**src/hdl/can_msg_consts.svh**
```systemverilog
/*
 * Offsets, field positions, reset values and limits of the CAN message buffer and filter block.
 * Assumes a byte-addressed Wishbone slave in which every register is one aligned 32-bit word.
 */
`ifndef CAN_MSG_CONSTS_SVH
`define CAN_MSG_CONSTS_SVH

`define FRAME_BYTES 13
`define NUM_TX 3

`define OFF_RECEIVER_FLAG 8'h00
`define OFF_RECEIVER_IEN 8'h04
`define OFF_TRANSMITTER_FLAG 8'h08
`define OFF_TRANSMITTER_CONTROL 8'h0C
`define OFF_ACCEPTANCE_CONTROL 8'h10
`define OFF_LOOPBACK 8'h14
`define OFF_ACCEPTANCE_PATTERN 8'h20
`define OFF_ACCEPTANCE_MASK 8'h24
`define OFF_RX_FOREGROUND 8'h40
`define OFF_TX_BUFFER 8'h80
`define TX_BUFFER_STRIDE 8'h20
`define TX_PRIORITY_WORD 4

`define RX_FULL_BIT 0
`define OVERRUN_BIT 1
`define RX_WARN_BIT 2
`define TX_WARN_BIT 3
`define RX_PASSIVE_BIT 4
`define TX_PASSIVE_BIT 5
`define BUS_OFF_BIT 6
`define WAKE_BIT 7
`define ERROR_FIELD 6:1

`define TX_EMPTY_POS 0
`define ABORT_ACK_POS 4
`define TX_IEN_POS 4
`define HIT_POS 4

`define RST_TX_EMPTY 3'h7
`define WARN_LIMIT 9'h060
`define PASSIVE_LIMIT 9'h07F
`define BUS_OFF_LIMIT 9'h0FF

`endif

```
**src/hdl/can_msg_pkg.sv**
```systemverilog
/*
 * Types shared by the CAN message buffer and filter block.
 * Assumes nothing of its surroundings.
 */
package can_msg_pkg;
  typedef enum logic [1:0] {
    MODE_SINGLE,
    MODE_DUAL,
    MODE_QUAD,
    MODE_CLOSED
  } filt_mode_t;
  typedef logic [7:0] byte_t;
endpackage

```
**src/hdl/can_msg_buffer_filter.sv**
```systemverilog
/*
 * Receive queue, three prioritised transmit buffers, acceptance filter and
 * interrupt flags of a CAN controller, reached over classic Wishbone.
 * Assumes a protocol engine on the same clock that delivers frames, arbitrates,
 * reports completion and supplies error counters.
 */
`include "can_msg_consts.svh"

// Operation
// Three independent transmit buffers.
// Two-stage receive queue, only foreground visible.
// Every message buffer holds 13 bytes.
// Accepted frame copies to foreground when empty.
// Host reads foreground, then clears full flag.
// Both stages full: discard, flag overrun.
// Background overwritten regardless of filter result.
// Own frames stay in background unless loop-back.
// Host fills empty buffer, clears its flag.
// Successful send sets empty flag, interrupts.
// Lowest local priority value sent first.
// Selection repeated at every arbitration.
// Abort grants only when not on bus.
// Single mode compares all 32 identifier bits.
// Dual mode compares two 16-bit filters.
// Quad mode compares four 8-bit filters.
// Mask bit set makes bit don't-care.
// Lowest matching filter reported as hit.
// Eleven masked sources on four outputs.
// Receive interrupt right after accepted frame.
// Bus activity while asleep raises wake-up.
// Warning, passive and bus-off flagged separately.
// Write one clears; condition keeps flag set.
// Writing zero leaves a flag unchanged.
module can_msg_buffer_filter
  import can_msg_pkg::*;
#(
  parameter int NT = `NUM_TX,
  parameter int FB = `FRAME_BYTES
) (
  // Clock and reset
  input wire logic clock,
  input wire logic rst_n,
  // Wishbone slave
  input wire logic wb_cyc_i,
  input wire logic wb_stb_i,
  input wire logic wb_we_i,
  input wire logic [7:0] wb_adr_i,
  input wire logic [3:0] wb_sel_i,
  input wire logic [31:0] wb_dat_i,
  output logic [31:0] wb_dat_o,
  output logic wb_ack_o,
  // Frames received by the protocol engine
  input wire logic rx_done,
  input wire logic rx_own,
  input wire logic [8*FB-1:0] rx_frame,
  // Transmit arbitration with the protocol engine
  input wire logic tx_arb_req,
  input wire logic tx_on_bus,
  input wire logic tx_done,
  output logic tx_sel_valid,
  output logic [1:0] tx_sel_idx,
  output logic [8*FB-1:0] tx_frame,
  output logic loopback_en,
  // Error counters, sleep state and bus pin
  input wire logic [8:0] rx_err_cnt,
  input wire logic [8:0] tx_err_cnt,
  input wire logic sleep_state,
  input wire logic rx_pin,
  // Interrupt requests
  output logic irq_wake,
  output logic irq_error,
  output logic irq_rx,
  output logic irq_tx
);

  byte_t rx_foreground_stage_reg [FB];
  byte_t rx_background_stage_reg [FB];
  byte_t tx_buffer_reg [NT][FB];
  byte_t local_priority_field_reg [NT];
  logic [7:0] receiver_flag_reg;
  logic [7:0] receiver_ien_reg;
  logic [NT-1:0] tx_empty_reg;
  logic [NT-1:0] abort_request_reg;
  logic [NT-1:0] abort_ack_reg;
  logic [NT-1:0] tx_ien_reg;
  filt_mode_t filt_mode_reg;
  logic [1:0] filter_hit_reg;
  logic [31:0] acceptance_pattern_reg;
  logic [31:0] acceptance_mask_reg;
  logic bg_valid_reg;
  logic [1:0] bg_hit_reg;
  logic rx_pin_meta_reg;
  logic rx_pin_sync_reg;

  logic wr_now;
  logic [31:0] rdata;
  logic [3:0] hits;
  logic accept;
  logic [1:0] hit_idx;
  logic copy_now;
  logic overrun_now;
  logic own_only;
  logic [7:0] flag_set;
  logic [7:0] flag_clr;
  logic best_found;
  logic [1:0] best_idx;

  function automatic logic [7:0] word_adr(input logic [7:0] base, input int w);
    return 8'(int'(base) + 4 * w);
  endfunction

  function automatic logic [7:0] tx_base(input int i);
    return 8'(int'(`OFF_TX_BUFFER) + i * int'(`TX_BUFFER_STRIDE));
  endfunction

  // Mask bits mark don't-care positions, so they are ORed into the equality.
  function automatic logic match8(input byte_t p, input byte_t m, input byte_t x);
    return &(~(p ^ x) | m);
  endfunction

  function automatic logic [1:0] lowest_hit(input logic [3:0] h);
    logic [1:0] r;
    r = 2'h0;
    for (int i = 3; i >= 0; i--) begin
      if (h[i]) begin
        r = 2'(i);
      end
    end
    return r;
  endfunction

  function automatic logic reg_wr(input logic [7:0] adr, input logic [7:0] off);
    return wr_now && (adr == off) && wb_sel_i[0];
  endfunction

  // Writes land on the edge at which the master sees ack, so a stalled master
  // never commits a write twice.
  assign wr_now = wb_cyc_i && wb_stb_i && wb_we_i && wb_ack_o;

  always_ff @(posedge clock or negedge rst_n) begin
    if (!rst_n) begin
      wb_ack_o <= 1'b0;
      wb_dat_o <= 32'h0000_0000;
    end else begin
      wb_ack_o <= wb_cyc_i && wb_stb_i && !wb_ack_o;
      if (wb_cyc_i && wb_stb_i && !wb_ack_o) begin
        wb_dat_o <= rdata;
      end
    end
  end

  // Unmapped addresses read as zero and still acknowledge.
  always_comb begin
    rdata = 32'h0000_0000;
    unique case (wb_adr_i)
      `OFF_RECEIVER_FLAG: rdata[7:0] = receiver_flag_reg;
      `OFF_RECEIVER_IEN: rdata[7:0] = receiver_ien_reg;
      `OFF_TRANSMITTER_FLAG: begin
        rdata[`TX_EMPTY_POS+:NT] = tx_empty_reg;
        rdata[`ABORT_ACK_POS+:NT] = abort_ack_reg;
      end
      `OFF_TRANSMITTER_CONTROL: begin
        rdata[NT-1:0] = abort_request_reg;
        rdata[`TX_IEN_POS+:NT] = tx_ien_reg;
      end
      `OFF_ACCEPTANCE_CONTROL: begin
        rdata[1:0] = filt_mode_reg;
        rdata[`HIT_POS+:2] = filter_hit_reg;
      end
      `OFF_LOOPBACK: rdata[0] = loopback_en;
      `OFF_ACCEPTANCE_PATTERN: rdata = acceptance_pattern_reg;
      `OFF_ACCEPTANCE_MASK: rdata = acceptance_mask_reg;
      default: ;
    endcase
    for (int w = 0; w < 4; w++) begin
      for (int l = 0; l < 4; l++) begin
        if (4 * w + l < FB) begin
          if (wb_adr_i == word_adr(`OFF_RX_FOREGROUND, w)) begin
            rdata[8*l+:8] = rx_foreground_stage_reg[4*w+l];
          end
          for (int i = 0; i < NT; i++) begin
            if (wb_adr_i == word_adr(tx_base(i), w)) begin
              rdata[8*l+:8] = tx_buffer_reg[i][4*w+l];
            end
          end
        end
      end
    end
    for (int i = 0; i < NT; i++) begin
      if (wb_adr_i == word_adr(tx_base(i), `TX_PRIORITY_WORD)) begin
        rdata[7:0] = local_priority_field_reg[i];
      end
    end
  end

  always_ff @(posedge clock or negedge rst_n) begin
    if (!rst_n) begin
      receiver_ien_reg <= 8'h00;
      tx_ien_reg <= '0;
      filt_mode_reg <= MODE_SINGLE;
      loopback_en <= 1'b0;
      acceptance_pattern_reg <= 32'h0000_0000;
      acceptance_mask_reg <= 32'h0000_0000;
    end else begin
      if (reg_wr(wb_adr_i, `OFF_RECEIVER_IEN)) begin
        receiver_ien_reg <= wb_dat_i[7:0];
      end
      if (reg_wr(wb_adr_i, `OFF_TRANSMITTER_CONTROL)) begin
        tx_ien_reg <= wb_dat_i[`TX_IEN_POS+:NT];
      end
      if (reg_wr(wb_adr_i, `OFF_ACCEPTANCE_CONTROL)) begin
        filt_mode_reg <= filt_mode_t'(wb_dat_i[1:0]);
      end
      if (reg_wr(wb_adr_i, `OFF_LOOPBACK)) begin
        loopback_en <= wb_dat_i[0];
      end
      for (int l = 0; l < 4; l++) begin
        if (wr_now && wb_sel_i[l] && wb_adr_i == `OFF_ACCEPTANCE_PATTERN) begin
          acceptance_pattern_reg[8*l+:8] <= wb_dat_i[8*l+:8];
        end
        if (wr_now && wb_sel_i[l] && wb_adr_i == `OFF_ACCEPTANCE_MASK) begin
          acceptance_mask_reg[8*l+:8] <= wb_dat_i[8*l+:8];
        end
      end
    end
  end

  // Buffer contents are data, so they carry no reset.
  always_ff @(posedge clock) begin
    for (int i = 0; i < NT; i++) begin
      for (int w = 0; w < 4; w++) begin
        for (int l = 0; l < 4; l++) begin
          if (4 * w + l < FB && wr_now && wb_sel_i[l] &&
              wb_adr_i == word_adr(tx_base(i), w)) begin
            tx_buffer_reg[i][4*w+l] <= wb_dat_i[8*l+:8];
          end
        end
      end
      if (wr_now && wb_sel_i[0] &&
          wb_adr_i == word_adr(tx_base(i), `TX_PRIORITY_WORD)) begin
        local_priority_field_reg[i] <= wb_dat_i[7:0];
      end
    end
  end

  always_comb begin
    logic [7:0] id [4];
    logic [7:0] p [4];
    logic [7:0] m [4];
    for (int k = 0; k < 4; k++) begin
      id[k] = rx_frame[8*k+:8];
      p[k] = acceptance_pattern_reg[8*k+:8];
      m[k] = acceptance_mask_reg[8*k+:8];
    end
    unique case (filt_mode_reg)
      MODE_SINGLE: hits = {3'h0, match8(p[0], m[0], id[0]) && match8(p[1], m[1], id[1]) &&
                           match8(p[2], m[2], id[2]) && match8(p[3], m[3], id[3])};
      MODE_DUAL: hits = {2'h0,
                         match8(p[2], m[2], id[0]) && match8(p[3], m[3], id[1]),
                         match8(p[0], m[0], id[0]) && match8(p[1], m[1], id[1])};
      MODE_QUAD: hits = {match8(p[3], m[3], id[0]), match8(p[2], m[2], id[0]),
                         match8(p[1], m[1], id[0]), match8(p[0], m[0], id[0])};
      MODE_CLOSED: hits = 4'h0;
    endcase
  end

  assign accept = |hits;
  assign hit_idx = lowest_hit(hits);
  assign own_only = rx_own && !loopback_en;
  assign copy_now = bg_valid_reg && !receiver_flag_reg[`RX_FULL_BIT];
  assign overrun_now = rx_done && !own_only && bg_valid_reg &&
                       receiver_flag_reg[`RX_FULL_BIT];

  // A pending message in the background stage is protected only while the
  // foreground is full; otherwise it is copied on the same edge it is replaced.
  always_ff @(posedge clock or negedge rst_n) begin
    if (!rst_n) begin
      bg_valid_reg <= 1'b0;
      bg_hit_reg <= 2'h0;
    end else if (rx_done && !(bg_valid_reg && receiver_flag_reg[`RX_FULL_BIT])) begin
      bg_valid_reg <= accept && !own_only;
      bg_hit_reg <= hit_idx;
    end else if (copy_now) begin
      bg_valid_reg <= 1'b0;
    end
  end

  always_ff @(posedge clock) begin
    for (int b = 0; b < FB; b++) begin
      if (rx_done && !(bg_valid_reg && receiver_flag_reg[`RX_FULL_BIT])) begin
        rx_background_stage_reg[b] <= rx_frame[8*b+:8];
      end
      if (copy_now) begin
        rx_foreground_stage_reg[b] <= rx_background_stage_reg[b];
      end
    end
  end

  always_ff @(posedge clock or negedge rst_n) begin
    if (!rst_n) begin
      filter_hit_reg <= 2'h0;
    end else if (copy_now) begin
      filter_hit_reg <= bg_hit_reg;
    end
  end

  always_ff @(posedge clock or negedge rst_n) begin
    if (!rst_n) begin
      rx_pin_meta_reg <= 1'b1;
      rx_pin_sync_reg <= 1'b1;
    end else begin
      rx_pin_meta_reg <= rx_pin;
      rx_pin_sync_reg <= rx_pin_meta_reg;
    end
  end

  // Error and wake sources are levels: a flag that is cleared while its cause holds sets again
  // on the same edge, and a set always wins over a clear.
  always_comb begin
    flag_set = 8'h00;
    flag_set[`RX_FULL_BIT] = copy_now;
    flag_set[`OVERRUN_BIT] = overrun_now;
    flag_set[`RX_WARN_BIT] = rx_err_cnt >= `WARN_LIMIT;
    flag_set[`TX_WARN_BIT] = tx_err_cnt >= `WARN_LIMIT;
    flag_set[`RX_PASSIVE_BIT] = rx_err_cnt > `PASSIVE_LIMIT;
    flag_set[`TX_PASSIVE_BIT] = tx_err_cnt > `PASSIVE_LIMIT;
    flag_set[`BUS_OFF_BIT] = tx_err_cnt > `BUS_OFF_LIMIT;
    flag_set[`WAKE_BIT] = sleep_state && !rx_pin_sync_reg;
    flag_clr = reg_wr(wb_adr_i, `OFF_RECEIVER_FLAG) ? wb_dat_i[7:0] : 8'h00;
  end

  always_ff @(posedge clock or negedge rst_n) begin
    if (!rst_n) begin
      receiver_flag_reg <= 8'h00;
    end else begin
      receiver_flag_reg <= (receiver_flag_reg & ~flag_clr) | flag_set;
    end
  end

  always_ff @(posedge clock or negedge rst_n) begin
    if (!rst_n) begin
      tx_empty_reg <= `RST_TX_EMPTY;
      abort_request_reg <= '0;
      abort_ack_reg <= '0;
    end else begin
      for (int i = 0; i < NT; i++) begin
        logic done_i;
        logic abort_ok;
        done_i = tx_done && tx_sel_valid && tx_sel_idx == 2'(i);
        abort_ok = abort_request_reg[i] && !tx_empty_reg[i] &&
                   !(tx_on_bus && tx_sel_idx == 2'(i));
        if (done_i || abort_ok) begin
          tx_empty_reg[i] <= 1'b1;
          abort_request_reg[i] <= 1'b0;
          abort_ack_reg[i] <= abort_ok && !done_i;
        end else begin
          if (reg_wr(wb_adr_i, `OFF_TRANSMITTER_FLAG) && wb_dat_i[`TX_EMPTY_POS+i]) begin
            tx_empty_reg[i] <= 1'b0;
            abort_ack_reg[i] <= 1'b0;
          end
          if (reg_wr(wb_adr_i, `OFF_TRANSMITTER_CONTROL) && wb_dat_i[i] && !tx_empty_reg[i]) begin
            abort_request_reg[i] <= 1'b1;
          end
        end
      end
    end
  end

  // Ties go to the lower-numbered buffer.
  always_comb begin
    best_found = 1'b0;
    best_idx = 2'h0;
    for (int i = 0; i < NT; i++) begin
      if (!tx_empty_reg[i] &&
          (!best_found || local_priority_field_reg[i] < local_priority_field_reg[best_idx])) begin
        best_found = 1'b1;
        best_idx = 2'(i);
      end
    end
  end

  always_ff @(posedge clock or negedge rst_n) begin
    if (!rst_n) begin
      tx_sel_valid <= 1'b0;
      tx_sel_idx <= 2'h0;
      tx_frame <= '0;
    end else if (tx_arb_req) begin
      tx_sel_valid <= best_found;
      tx_sel_idx <= best_idx;
      for (int b = 0; b < FB; b++) begin
        tx_frame[8*b+:8] <= tx_buffer_reg[best_idx][b];
      end
    end else if (tx_done || tx_empty_reg[tx_sel_idx]) begin
      tx_sel_valid <= 1'b0;
    end
  end

  always_ff @(posedge clock or negedge rst_n) begin
    if (!rst_n) begin
      irq_wake <= 1'b0;
      irq_error <= 1'b0;
      irq_rx <= 1'b0;
      irq_tx <= 1'b0;
    end else begin
      irq_wake <= receiver_flag_reg[`WAKE_BIT] && receiver_ien_reg[`WAKE_BIT];
      irq_error <= |(receiver_flag_reg[`ERROR_FIELD] & receiver_ien_reg[`ERROR_FIELD]);
      irq_rx <= receiver_flag_reg[`RX_FULL_BIT] && receiver_ien_reg[`RX_FULL_BIT];
      irq_tx <= |(tx_empty_reg & tx_ien_reg);
    end
  end

  logic sel_is_min;
  always_comb begin
    sel_is_min = 1'b1;
    for (int i = 0; i < NT; i++) begin
      if (!tx_empty_reg[i] && local_priority_field_reg[i] < local_priority_field_reg[tx_sel_idx]) begin
        sel_is_min = 1'b0;
      end
    end
  end
endmodule

```
**config.mk**
```make
export PLATFORM = sky130hd
export DESIGN_NAME = can_msg_buffer_filter
export DESIGN_NICKNAME = d
export VERILOG_FILES = /design/src/hdl/can_msg_pkg.sv /design/src/hdl/can_msg_buffer_filter.sv
export VERILOG_INCLUDE_DIRS = /design/src /design/src/hdl
export SDC_FILE = /design/constraint.sdc
export NUM_CORES = 1
export LEC_CHECK = 0
export BUFFER_PORTS_ARGS = -buffer_cell sky130_fd_sc_hd__buf_4
export CELL_PAD_IN_SITES_DETAIL_PLACEMENT = 1
export CELL_PAD_IN_SITES_GLOBAL_PLACEMENT = 1
export CORE_MARGIN = 3
export CORE_UTILIZATION = 35
export DETAILED_ROUTE_END_ITERATION = 10
export PLACE_DENSITY_LB_ADDON = 0.1
export SYNTH_ARGS = -nofsm -noshare
export SYNTH_HDL_FRONTEND = slang
export SYNTH_SLANG_ARGS = --single-unit
```
**constraint.sdc**
```tcl
create_clock -name clock -period 10.05 [get_ports clock]
set_input_delay 2.01 -clock clock [delete_from_list [all_inputs] [get_ports clock]]
set_output_delay 2.01 -clock clock [all_outputs]
set_load 0.01 [all_outputs]
```
* Word-level counts from Yosys, hierarchy flattened
Memory sizes are Yosys's and may differ from the RTL's. A register that Yosys moved wholly into a read port is not among the register bits.
Index checks and enable logic that the tools add are counted.
Widths: inputs -> output; s select.
** Word-level totals
- Flip-flop bits (word level) :: 142
- Bits in writable memories :: 544
- Input bits :: 178
- Output and inout port bits :: 145
- Logic and storage cells :: 463
- Memories :: 4
** Operators by class
- Order comparisons :: 8
- Equal/unequal tests :: 31
- Multiplexer cells :: 195
- Bitwise logic cells :: 29
- Reduce and logical (&&, ||, !) cells :: 161
** Memory list
- tx_buffer_reg :: words 3, bits a word 104, read ports 4, clocked after Yosys merged registers in 1, write ports 1, line can_msg_buffer_filter.sv:78 : byte_t tx_buffer_reg [NT][FB];
- rx_background_stage_reg :: words 13, bits a word 8, read ports 13, clocked after Yosys merged registers in 0, write ports 13, line can_msg_buffer_filter.sv:77 : byte_t rx_background_stage_reg [FB];
- rx_foreground_stage_reg :: words 13, bits a word 8, read ports 13, clocked after Yosys merged registers in 0, write ports 13, line can_msg_buffer_filter.sv:76 : byte_t rx_foreground_stage_reg [FB];
- local_priority_field_reg :: words 3, bits a word 8, read ports 4, clocked after Yosys merged registers in 0, write ports 1, line can_msg_buffer_filter.sv:79 : byte_t local_priority_field_reg [NT];
** Operator list (number)
- $mux 8 :: 58
- $mux 104 :: 2
- $reduce_or 104->1 :: 2
- $eq 8x8->1 const B :: 15
- $mux 1 :: 114
- $logic_and 1x1->1 :: 112
- $not 8->8 :: 9
- $or 8x8->8 :: 9
- $reduce_and 8->1 :: 8
- $xor 8x8->8 :: 8
- $pmux 24 s2 :: 1
- $eq 8x7->1 const B :: 4
- $mux 13 :: 2
- $ge 9x7->1 const B :: 2
- $gt 9x7->1 const B :: 2
- $mux 2 :: 9
- $logic_not 1->1 :: 17
- $eq 8x4->1 const B :: 2
- $eq 8x5->1 const B :: 2
- $eq 8x6->1 const B :: 2
- $lt 8x8->1 :: 2
- $pmux 4 s4 :: 1
- $reduce_bool 2->1 :: 8
- $reduce_or 8->1 :: 2
- other kinds (20) :: 31

* Longest topological paths before layout
- Word-level depth :: 21
- Gate-level depth with buffers :: 20
- Mapped depth without buffers :: 15

* Worst setup path before layout
OpenSTA, ideal clock, no wires.
- Path kind :: reg2reg
- Start :: register receiver_flag_reg[0]
- End :: register filter_hit_reg[0]
- Library setup time :: 0.089 ns
- Data arrival time :: 5.884 ns
- Required time :: 9.961 ns
- Slack :: 4.077 ns
- Cell stages (with the launch flop) :: 3
- Path buffers :: 0
- Clock period less this slack :: 5.973 ns
- Path through :: dfrtp_1 -> nor2b_1 -> mux2_2
** On the way
- Word-level cells in the longest chain between the ends :: 2
** Ends and longest elaborated chain
- start: declaration :: line can_msg_buffer_filter.sv:80 : logic [7:0] receiver_flag_reg;
- start signal: assignment :: line can_msg_buffer_filter.sv:336 : receiver_flag_reg <= (receiver_flag_reg & ~flag_clr) | flag_set;
- $logic_not 1->1 :: line can_msg_buffer_filter.sv:270 : assign copy_now = bg_valid_reg && !receiver_flag_reg[`RX_FULL_BIT];
- $logic_and 1x1->1 :: line can_msg_buffer_filter.sv:270
- named net copy_now :: line can_msg_buffer_filter.sv:100 : logic copy_now;
- end signal: assignment :: line can_msg_buffer_filter.sv:303 : filter_hit_reg <= bg_hit_reg;
- end: declaration :: line can_msg_buffer_filter.sv:87 : logic [1:0] filter_hit_reg;
The timed path passes the listed nets, and every way through them passes these cells.
A chain may end at the register's enable or synchronous reset.

==> results.toml <==
[status]
outcome = "complete, no violations"

[sta]
finalClockSkew_ns = 0.0173
setup_viol = 0
max_freq_mhz = 167
drv_slew = 0
hold_viol = 0
worst_pin_slew_ns = 1.21
tns_ns = 0
final.period_utilization = 0.596
relSlewSlack = 0.181
fin_crit_ns = 5.99
rsz0062_at_grt = "no"
hold_slack_ns = 0.358
finalWorstSetupSlack_ns = 4.06

[yosys]
syn_nets = 2543
synth_seq_cells = 790
async_flop_share = 0.311
synth_adder_area_share = 0.00526
synth_xor_area_frac = 0.0168
synth_top_family_by_area = "compound AO/OA/AOI/OAI gates"
seq_area_frac_synth = 0.676
avgSynthCellArea_um2 = 14.2
synth_mux_area_frac = 0.0734
synth_compound_area_frac = 0.141
yosysWarnings = 0
syn_inst = 2351
syn_area_um2 = 33300
synth_top_area_cell = "edfxtp_1"
synth.area.top_cells = "edfxtp_1 (49%), dfrtp_1 (18%), mux2i_1 (3.9%), a221o_1 (3.7%), mux2_2 (3.3%)"
synth_commonest_cells = "edfxtp_1 (544), dfrtp_1 (241), nor2_1 (218)"
synthSimpleGateAreaFrac = 0.0639
synth_cell_types = 80
synth_most_common_cell = "edfxtp_1"
yosys.area.top_type_share = 0.491
synth_ff_type = "edfxtp_1"
synth_edf_count = 544

[pwr]
p_seq_frac = 0.450
p_total_mw = 9.05
p_leak_nw = 15.0
clockPowerShare = 0.367
p_int_mw = 6.44
ir_worst_vdd_uv = 118
swShare = 0.288
p_per_area_nw_per_um2 = 227
switchingPower_mw = 2.61
comb_power_share = 0.183

[grt]
antenna_found_initial = 2
top_usage_layer = "met1"
use_met3 = 0.0445
grt-ovfl-total = 0
grt_pass1_wl_um = 183000
grt_use_total = 0.257
grt_pass1_vias = 23939
grt_use_met1 = 0.389
met2_usage = 0.377
grt_max_degree = 76

[route]
drc = 0
drtIter0Drc = 2483
viasPerCell = 5.89
drt_wl_total_um = 129000
dr_total_vias = 23389
dr.pass1.iters = 6
routedWlPerCell_um = 32.5
antenna_left = 0

[setup_path]
r2r_start = "local_priority_field_reg[1][7]"
cp-startpoint = "local_priority_field_reg[1][7]"
arrival_ns = 6.58
r2r_cells = 14
rrSetupSlack_ns = 4.06
cp-start-kind = "register"
criticalPathCategory = "register to register"
required_ns = 10.64
r2r_end = "tx_frame[84]"
end_kind = "register"
cp_max_fo = 64
endpoint = "tx_frame[84]"

[placed_design]
portBuffers = 312
place_ws_ns = 4.11
dp_cells = 3802
post-dp-hpwl_um = 90500
routabilityCongestion = 0.895

[hold_path]
hp-class = "register to register"

[final_layout]
final_cells = 3973
fillCellCount = 9470
fin_nets = 2831
drive_gt1_frac = 0.235
area_delta_synth_final_pct = 19.7
largest_reg_flops = 312

[clock_tree]
root_buffer = "clkbuf_16"
cts_buffer_depth = 3
numCtsBuffers = 89
cts_tree = "done"
cts-resized-gates = 0
clock_latency_ns = 0.66
cts_setup_buffers = 0
clk_pin_slew_ns = 0.06
cts.htree.levels = 3
cts.sinks = 790
hold_buffers = 0

[floorplanning]
boundaryPins = 323
core_area_um2 = 93700
initial_core_util = 0.355
core.rowCount = 112
die_y_um = 314
dieArea_um2 = 98800
die_w_um = 314

[flow_run]
drv_cap = 0
## per-stage QoR
step	util	instance area, um^2
floorplan	-	33300
global placement	0.393	36900
detailed placement	0.393	36900
CTS	0.425	39800
global route	0.425	39800
finish	0.425	39800
## worst max-delay path, cell delays in order (launching register included)
cell and delay [ns]:
edfxtp_1 0.47, ha_1 0.32, nor2_1 0.03, o21ai_0 0.52, and2_4 0.74, buf_4 0.82
mux2i_1 0.28, ha_1 0.27, a21oi_1 0.23, and3_1 0.20, a21oi_1 0.07, o21ai_1 0.16
o21a_4 0.58, buf_4 0.84, a221o_1 0.28
## how the worst min path moves through the flow
| stage | start | endpoint | slack (ns) | depth (start not counted) |
|---|---|---|---|---|
| floorplan | rx_pin_meta_reg | rx_pin_sync_reg | 0.35 | 0 |
| global placement | rx_pin_meta_reg | rx_pin_sync_reg | 0.35 | 0 |
| detailed placement | rx_pin_meta_reg | rx_pin_sync_reg | 0.35 | 0 |
| CTS | rx_pin_meta_reg | rx_pin_sync_reg | 0.36 | 0 |
| global route | rx_pin_meta_reg | rx_pin_sync_reg | 0.36 | 0 |
| finish | rx_pin_meta_reg | rx_pin_sync_reg | 0.36 | 0 |
## cells in the final DEF, fill, tap and decap left out, types with 6 or more instances in the layout
cell	synthesis	final
a221oi_1	48	48
nor3_1	14	12
a22o_1	16	16
nor2_2	8	8
edfxtp_1	544	544
dfrtp_1	241	241
nand2b_1	7	7
nor2b_1	10	9
o221ai_1	14	14
inv_1	19	18
o21ai_1	14	14
o21a_1	10	9
o22ai_1	53	53
buf_4	6	347
a221o_1	122	122
clkinv_2	0	22
a211oi_1	11	11
a22oi_1	40	40
clkbuf_16	0	91
clkinv_1	2	10
mux2i_1	128	128
a21o_1	7	7
nand3_1	21	21
or3_1	16	16
a222oi_1	17	17
clkbuf_8	0	15
o211ai_1	19	19
clkbuf_1	70	15
xnor2_1	64	64
bufinv_16	0	6
a31oi_1	23	23
o21ai_0	89	89
mux2_2	97	97
nor4_1	11	10
a21oi_1	104	104
nor2_1	218	216
nand2_1	92	92
ha_1	14	14
## cells by family (layout without fill, tap and decap cells)
| logic type | after synthesis | count (layout) |
|---|---|---|
| other cells | 0 | 3 |
| mux | 228 | 228 |
| simple gates | 445 | 445 |
| compound gates | 637 | 637 |
| flops | 790 | 790 |
| buf+inv | 173 | 538 |
| fa+ha+maj | 14 | 14 |
| xor+xnor | 64 | 64 |
## layout make-up
class | count | area (um^2) | share of cell area
antenna | 3 | 7.51 | 0.000188
inverter | 22 | 86.3 | 0.00217
sequential | 790 | 22500 | 0.565
clock inverter | 47 | 437 | 0.0110
timing repair buffer | 348 | 2620 | 0.0658
clock buffer | 121 | 2540 | 0.0638
multi-input combinational | 1388 | 10100 | 0.253
tap | 1254 | 1570 | 0.0394
## layer usage
layer | share of wire | up-vias
li1 | - | 9845
met1 | 0.46 | 12338
met2 | 0.43 | 1037
met3 | 0.076 | 169
met4 | 0.027 | 0
met5 | 0 | -
## power groups by stage
stage,Sequential (mW),Clock (mW),Combinational [mW]
3_5_place_dp,4.13,0,1.67
5_1_grt,4.08,3.53,1.77
4_1_cts,4.07,3.38,1.67
6_report,4.07,3.32,1.66
2_1_floorplan,4.06,0,0.794
3_3_place_gp,4.13,0,1.63
Note: power is estimated with default switching activity, not from simulation.
